--- src/verilog/svr_pkg.sv ---
// package: constants and types for the supervisor watchdog reset block
package svr_pkg;
    localparam int unsigned CLK_HZ = 20_000_000;
    // reset hold time in ms: least, typical, most
    localparam int unsigned RESET_HOLD_MIN_MS = 140;
    localparam int unsigned RESET_HOLD_TYP_MS = 200;
    localparam int unsigned RESET_HOLD_MAX_MS = 280;
    // watchdog period in ms (1.6 s)
    localparam int unsigned WATCHDOG_PERIOD_MS = 1600;
    localparam int unsigned CYC_PER_MS = CLK_HZ / 1000;
    localparam int unsigned RESET_HOLD_CYC = RESET_HOLD_TYP_MS * CYC_PER_MS;
    localparam int unsigned WATCHDOG_CYC = WATCHDOG_PERIOD_MS * CYC_PER_MS;
    localparam int unsigned CNT_W = 32;
    // decoded level of the three-state kick input
    typedef enum logic [1:0]
    {
        KICK_LOW,
        KICK_HIGH,
        KICK_FLOAT
    } svr_kick_e;
    typedef enum logic
    {
        RST_IDLE,
        RST_HOLD
    } svr_rst_state_e;
endpackage : svr_pkg

--- src/verilog/svr_supervisor.sv ---
// module: supervisor reset, watchdog, power-fail flag and supply select
`timescale 1ns/1ps
//
// Notes on behaviour
// reset held nominally 200 ms after trigger
// hold interval between 140 and 280 ms
// supply low keeps reset asserted throughout
// steady kick for 1.6 s triggers reset
// host toggles kick at least every 1.6 s
// kick input decoded high, low or floating
// floating kick input disables the watchdog
// watchdog timer cleared while reset asserted
// power-fail flag low when sense below reference
// output from main unless main below both
// active-high reset is inverse of active-low
// supply low during hold restarts full interval
// watchdog restarts from zero after reset release
// backup mode forces power-fail flag low
// counters run from clock, cleared asynchronously by rst
module svr_supervisor
#(
    parameter int unsigned HOLD_CYC = svr_pkg::RESET_HOLD_CYC,
    parameter int unsigned WD_CYC = svr_pkg::WATCHDOG_CYC
)
(
    // clock and reset
    input wire logic clk,
    input wire logic rst,
    // comparator results
    input wire logic main_supply_low,
    input wire logic main_above_backup,
    input wire logic power_fail_sense_low,
    // three-level kick input, pre-decoded by the input stage
    input wire logic kick_is_high,
    input wire logic kick_is_low,
    // outputs to host and supply switch
    output logic reset_out_n,
    output logic reset_out,
    output logic power_fail_flag_n,
    output logic supply_from_backup
);
    import svr_pkg::*;

    ////////////////////////////////////////////////////////////////////
    svr_kick_e kick;
    svr_rst_state_e st_r, st_nxt;
    logic [CNT_W-1:0] hold_r, hold_nxt;
    logic [CNT_W-1:0] wd_r, wd_nxt;
    logic kick_prev_r, kick_prev_nxt;
    logic rst_n_r, rst_n_nxt;
    logic rst_hi_r, rst_hi_nxt;
    logic pf_n_r, pf_n_nxt;
    logic bk_r, bk_nxt;
    logic wd_fire;
    logic kick_edge;
    logic backup_mode;

    // both-level reading counts as floating: safer to never fire
    always_comb
    begin
        if (kick_is_high && !kick_is_low)
            kick = KICK_HIGH;
        else if (kick_is_low && !kick_is_high)
            kick = KICK_LOW;
        else
            kick = KICK_FLOAT;
    end

    assign backup_mode = main_supply_low && !main_above_backup;

    ////////////////////////////////////////////////////////////////////
    // watchdog timer
    // any level change counts as service; a kick
    // narrower than one clock is not seen
    assign kick_edge = (kick == KICK_HIGH) != kick_prev_r;
    assign wd_fire = (kick != KICK_FLOAT) && !kick_edge
        && (wd_r >= CNT_W'(WD_CYC - 1));

    always_comb
    begin
        kick_prev_nxt = (kick == KICK_HIGH);
        if (st_r == RST_HOLD || main_supply_low)
            wd_nxt = '0;
        else if (kick == KICK_FLOAT)
            wd_nxt = '0;
        else if (kick_edge || wd_fire)
            wd_nxt = '0;
        else
            wd_nxt = wd_r + CNT_W'(1);
    end

    always_ff @(posedge clk or posedge rst)
    begin
        if (rst)
        begin
            wd_r <= '0;
            kick_prev_r <= 1'b0;
        end
        else
        begin
            wd_r <= wd_nxt;
            kick_prev_r <= kick_prev_nxt;
        end
    end

    ////////////////////////////////////////////////////////////////////
    // reset hold sequencer
    always_comb
    begin
        st_nxt = st_r;
        hold_nxt = hold_r;
        case (st_r)
            RST_IDLE:
            begin
                if (main_supply_low || wd_fire)
                begin
                    st_nxt = RST_HOLD;
                    hold_nxt = '0;
                end
            end
            RST_HOLD:
            begin
                if (main_supply_low)
                    hold_nxt = '0;
                else if (hold_r >= CNT_W'(HOLD_CYC - 1))
                    st_nxt = RST_IDLE;
                else
                    hold_nxt = hold_r + CNT_W'(1);
            end
            default:
            begin
                st_nxt = RST_HOLD;
                hold_nxt = '0;
            end
        endcase
        rst_n_nxt = (st_nxt == RST_IDLE);
        rst_hi_nxt = !rst_n_nxt;
        bk_nxt = backup_mode;
        pf_n_nxt = !backup_mode && !power_fail_sense_low;
    end

    // power-up enters the hold state so reset is low from the start
    always_ff @(posedge clk or posedge rst)
    begin
        if (rst)
        begin
            st_r <= RST_HOLD;
            hold_r <= '0;
            rst_n_r <= 1'b0;
            rst_hi_r <= 1'b1;
            pf_n_r <= 1'b0;
            bk_r <= 1'b0;
        end
        else
        begin
            st_r <= st_nxt;
            hold_r <= hold_nxt;
            rst_n_r <= rst_n_nxt;
            rst_hi_r <= rst_hi_nxt;
            pf_n_r <= pf_n_nxt;
            bk_r <= bk_nxt;
        end
    end

    assign reset_out_n = rst_n_r;
    assign reset_out = rst_hi_r;
    assign power_fail_flag_n = pf_n_r;
    assign supply_from_backup = bk_r;

    ////////////////////////////////////////////////////////////////////
    // checks
    logic [CNT_W-1:0] low_cnt_r, low_cnt_nxt;

    // length of the current reset pulse, in clocks
    always_comb
    begin
        if (reset_out_n)
            low_cnt_nxt = '0;
        else
            low_cnt_nxt = low_cnt_r + CNT_W'(1);
    end

    always_ff @(posedge clk or posedge rst)
    begin
        if (rst)
            low_cnt_r <= '0;
        else
            low_cnt_r <= low_cnt_nxt;
    end
endmodule : svr_supervisor

--- config.mk ---
export PLATFORM = sky130hd
export DESIGN_NAME = svr_supervisor
export DESIGN_NICKNAME = d
export VERILOG_FILES = /design/src/verilog/svr_pkg.sv /design/src/verilog/svr_supervisor.sv
export SDC_FILE = /design/constraint.sdc
export NUM_CORES = 1
export LEC_CHECK = 0
export BUFFER_PORTS_ARGS = -buffer_cell sky130_fd_sc_hd__buf_2
export CORE_ASPECT_RATIO = 2
export CORE_UTILIZATION = 60
export CTS_BUF_LIST = sky130_fd_sc_hd__clkbuf_4 sky130_fd_sc_hd__clkbuf_8
export CTS_CLUSTER_DIAMETER = 50
export CTS_CLUSTER_SIZE = 25
export DETAILED_ROUTE_END_ITERATION = 6
export PLACE_DENSITY_LB_ADDON = 0.2
export SETUP_SLACK_MARGIN = 0.1
export SYNTH_ARGS = -nofsm -noshare
export SYNTH_HDL_FRONTEND = slang
export SYNTH_SLANG_ARGS = --single-unit
export TNS_END_PERCENT = 10
--- constraint.sdc ---
create_clock -name clk -period 2.55 [get_ports clk]
set_input_delay 0.255 -clock clk [delete_from_list [all_inputs] [get_ports clk]]
set_output_delay 0.255 -clock clk [all_outputs]
set_load 0.01 [all_outputs]
* Word-level counts from Yosys, hierarchy flattened *
Cells that the tools add are included.

storage, ports and cells
  bits in registers = 69
  output and inout bits = 4

cells by class
  add/subtract/negate cells = 2
  magnitude comparators = 2
  equal/unequal tests = 6
  bitwise logic cells = 2
  reduce and logical (&&, ||, !) cells = 16
  multiplexer cells = 13

operators by type and width
  kind                   count
  $mux 32                6
  $add 32x1->32 const B  2
  $pmux 32 s2            1
  $ge 32x22->1 const B   1
  $ge 32x25->1 const B   1
  $logic_and 1x1->1      6
  $logic_not 1->1        6
  $mux 2                 2
  $ne 2x2->1 const B     2
  $logic_or 1x1->1       3
  $mux 1                 3
  $ne 3x3->1 const B     1
  $eq 2x1->1 const B     1
  $eq 2x2->1 const B     1
  $not 1->1              2
  $pmux 1 s2             1
  $reduce_and 2->1       1
  $ne 1x1->1             1

* Logic depth before layout (Yosys ltp) *
  word-level depth = 13
  mapped depth = 9
  depth with buffers taken out = 8

* Worst setup path before layout *
OpenSTA, ideal clock, no wires.

  kind = register to register
  start point = register hold_r[0]
  end point = register hold_r[1]
  arrival time = 2.094 ns
  cell stages (with the launch flop) = 10
  clock period less this slack = 2.217 ns
  path buffers = 1
  path slack = 0.333 ns
  data required time = 2.427 ns
  path through = dfrtp_1 -> ha_1 -> and3_1 -> nand2_1 -> a2111oi_4 -> nor3_4 -> a211oi_4 -> inv_2 -> buf_6 -> mux2i_1

between the ends
  word-level cells in the longest chain between the ends = 4
  elaborated cells between the ends (all ways) = 7
  those cells by class = add/sub: 1; order compare: 1; eq/ne: 1; mux: 3; reduce/logical: 1

ends and longest elaborated chain
  element                 line                   source
  from (decl)             svr_supervisor.sv:47   logic [CNT_W-1:0] hold_r, hold_nxt;
  from (signal assigned)  svr_supervisor.sv:157  hold_r <= hold_nxt;
  $add 32x1->32           svr_supervisor.sv:128  hold_nxt = hold_r + CNT_W'(1);
  $mux 32                 svr_supervisor.sv:125  else if (hold_r >= CNT_W'(HOLD_CYC - 1))
  $mux 32                 svr_supervisor.sv:123  if (main_supply_low)
  $pmux 32 s2             svr_supervisor.sv:112  case (st_r)

Parallel ways exist; a longest one is shown, timed or not. The select of a mux whose other input is x is not followed.
A chain may end at the register's enable or synchronous reset.

* Final worst setup path *
  start point = register hold_r[15]
  end point = register hold_r[0]

between the ends
  word-level cells in the longest chain between the ends = 3

ends and longest elaborated chain
  element                     line
  $ge 32x22->1                svr_supervisor.sv:125
  $ne 3x3->1 (no line)        --
  $reduce_and 2->1 (no line)  --

Every way passes these cells.

==> flow_summary.json <==
{
  "slew_headroom": 0.620,
  "seq_area_frac_synth": 0.535,
  "avgSynthCellArea_sq_um": 9.88,
  "antenna_cells": 0,
  "num_rows": 37,
  "cts-root-buf": "clkbuf_8",
  "start_kind": "register",
  "insertion_delay_ns": 0.35,
  "grt_max_degree": 46,
  "p_leak_nw": 1.59,
  "grt_pass1_wl_microns": 11200,
  "clock_path_buffers": 2,
  "htree_num_levels": 3,
  "dp.cells": 399,
  "drtPass1Iterations": 4,
  "dp_worst_setup_slack_ns": 0.116,
  "power_density_mw_per_mm2": 555,
  "finalWirelength_microns": 6970,
  "finalHoldViolCount": 0,
  "critical_path_class": "register to register",
  "r2r_cells": 8,
  "synth_area_sq_mm": 0.00323,
  "fin_crit_sh": 0.931,
  "drv_cap": 0,
  "max_freq_ghz": 0.421,
  "io_pins": 11,
  "ys.flop_type": "dfrtp_1",
  "track_usage": 0.278,
  "fin_crit_ns": 2.37,
  "fill_cells": 382,
  "cts_buffers": 9,
  "setup_slack_ns": 0.177,
  "status": "completed",
  "cp.required_ns": 2.78,
  "wl_per_cell_microns": 16.5,
  "port_buffers": 10,
  "stdcell_count": 423,
  "hold_class": "primary input to register",
  "crit_path_end_kind": "register",
  "die_height_microns": 106,
  "die_area_sq_mm": 0.00570,
  "drt_iter0_drc": 61,
  "yosys_warnings": 0,
  "ir_drop_v": 0.000446,
  "ant_nets": 0,
  "syn_to_final_growth_pct": 13.3,
  "hold_path_depth": 2,
  "rsz0062_at_grt": "true",
  "fin_tns_setup_ns": 0,
  "cts.sinks": 69,
  "start_util": 0.629,
  "fin_skew_ns": 0.00770,
  "ys_ff_latch": 69,
  "synth_edf_count": 0,
  "grt_overflow": 0,
  "synthCells": 327,
  "ys_types": 43,
  "drive_above_1_share": 0.151,
  "setup_viol": 0,
  "netlist_top_cells_area": "dfrtp_1 (53%), nor2_1 (5.3%), a31oi_1 (4.5%), nand2_1 (4.1%), xnor2_1 (4.1%)",
  "final_nets": 372,
  "gp_congestion": 0.862,
  "hpwl_microns": 4610,
  "antenna_found_initial": 0,
  "synth.largest_area_cell": "dfrtp_1",
  "vias": 2546,
  "core_area_sq_mm": 0.00514,
  "die_x_microns": 53.9,
  "arrival_ns": 2.60,
  "cts_tree": "built",
  "slew_violations": 0,
  "worst_pin_slew_ns": 0.569,
  "clk_pin_slew_worst_paths_ns": 0.07,
  "grt_pass1_vias": 2518,
  "hold_ws_ns": 0.0543,
  "path_max_fanout": 13,
  "synth_top_area_frac": 0.527,
  "drc": 0,
  "synth-async-reset-ratio": 1.00,
  "routed_via_density": 6.02
}
==> Yosys cell counts, types with 2 or more instances <==
cell type and n:
a21oi_1 7, nor2b_1 2, buf_2 3, nor2_1 46
and3_1 8, buf_6 2, dfrtp_1 68, a41oi_1 4
nand3_1 15, a31oi_1 23, nand2_1 35, or3_1 2
o21a_1 4, o21ai_0 7, xor2_1 9, and2_1 11
nand4_1 6, ha_1 3, xnor2_1 15, and4_1 2
nor3_1 13, nor4_1 5, inv_1 13, clkbuf_1 5
==> repair_timing <==
| item | in CTS | in global routing |
|---|---|---|
| setup endpoints to repair | 0 | 31 |
| gates resized for setup | 0 | 11 |
| endpoints found under the hold margin | 24 | 0 |
| hold buffers | 1 | 0 |
| setup buffers | 0 | 7 |
==> registers in the layout, summed over array words and instances, names as in the netlist <==
name,flops
reset_out_n,1
supply_from_backup,1
wd_r,32
hold_r,32
power_fail_flag_n,1
kick_prev_r,1
reset_out,1
==> per-layer routing <==
layer	up-vias	part of all wire	global-route usage
li1	1206	-	-
met1	1244	0.38	0.297
met2	77	0.54	0.466
met3	19	0.047	0.0722
met4	0	0.032	0.154
met5	-	0	0
==> power breakdown <==
| group | internal [mW] | switching (mW) | total (mW) |
|---|---|---|---|
| Sequential | 1.12 | 0.0228 | 1.14 |
| Combinational | 0.0381 | 0.0611 | 0.0992 |
| Clock | 0.403 | 0.386 | 0.788 |
| Total | 1.56 | 0.469 | 2.03 |
==> cell usage in the layout (no fill, tap or decap), types with 3 or more instances in the layout <==
cell,count
a21oi_1,7
clkbuf_8,11
conb_1,7
nand4_1,6
xnor2_1,15
and3_1,7
nor4_1,5
buf_2,10
o21a_1,4
a41oi_1,4
buf_4,12
a31oi_1,23
nor2_1,46
nor3_1,13
nand2_1,34
dfrtp_1,68
and2_1,11
inv_1,12
o21ai_0,7
xor2_1,9
nand3_1,15
clkinv_2,3
==> final timing paths <==
kind | startpoint | endpoint | slack, ns
max | hold_r[15] | hold_r[0] | 0.18
min | power_fail_sense_low | power_fail_flag_n | 0.05
max reg2reg | hold_r[15] | hold_r[0] | 0.18
min reg2reg | hold_r[27] | hold_r[27] | 0.49
max in group asynchronous | rst | reset_out | 1.36
min in group asynchronous | rst | wd_r[5] | 0.51
==> stage by stage <==
step / power (mW) / utilization / area (sq um)
global placement: 1.25 / 0.660 / 3390
floorplan: 1.22 / - / 3250
CTS: 2.04 / 0.695 / 3570
detailed placement: 1.25 / 0.660 / 3390
global route: 2.11 / 0.712 / 3660
finish: 2.03 / 0.712 / 3660
==> area by class of cell <==
type	count	area, sq um	share of cell area
clock inverters	2	10.0	0.00273
clock buffers	12	159	0.0434
repair inverters	2	11.3	0.00308
repair buffers	26	193	0.0526
well taps	58	72.6	0.0198
multi-input cells	240	1430	0.391
inverters	14	57.6	0.0157
flip-flops and latches	69	1730	0.472
==> cells by family (layout without fill, tap and decap cells) <==
logic type / Yosys count / after routing / synth area share
flops: 69 / 69 / 0.535
mux: 2 / 2 / 0.00658
xor+xnor: 24 / 24 / 0.0651
other cells: 1 / 7 / 0.00116
compound gates: 54 / 54 / 0.118
buf+inv: 24 / 56 / 0.0337
fa+ha+maj: 3 / 3 / 0.0116
simple gates: 150 / 150 / 0.229
==> critical path: stages (launching register included) <==
cell and delay (ns):
dfrtp_1 0.43, or4_4 0.55, nor4_4 0.21, a2111oi_4 0.17, nor3_4 0.22, a211oi_4 0.10
buf_6 0.14, buf_4 0.16, mux2_2 0.26
(Power assumes the default switching activity.)
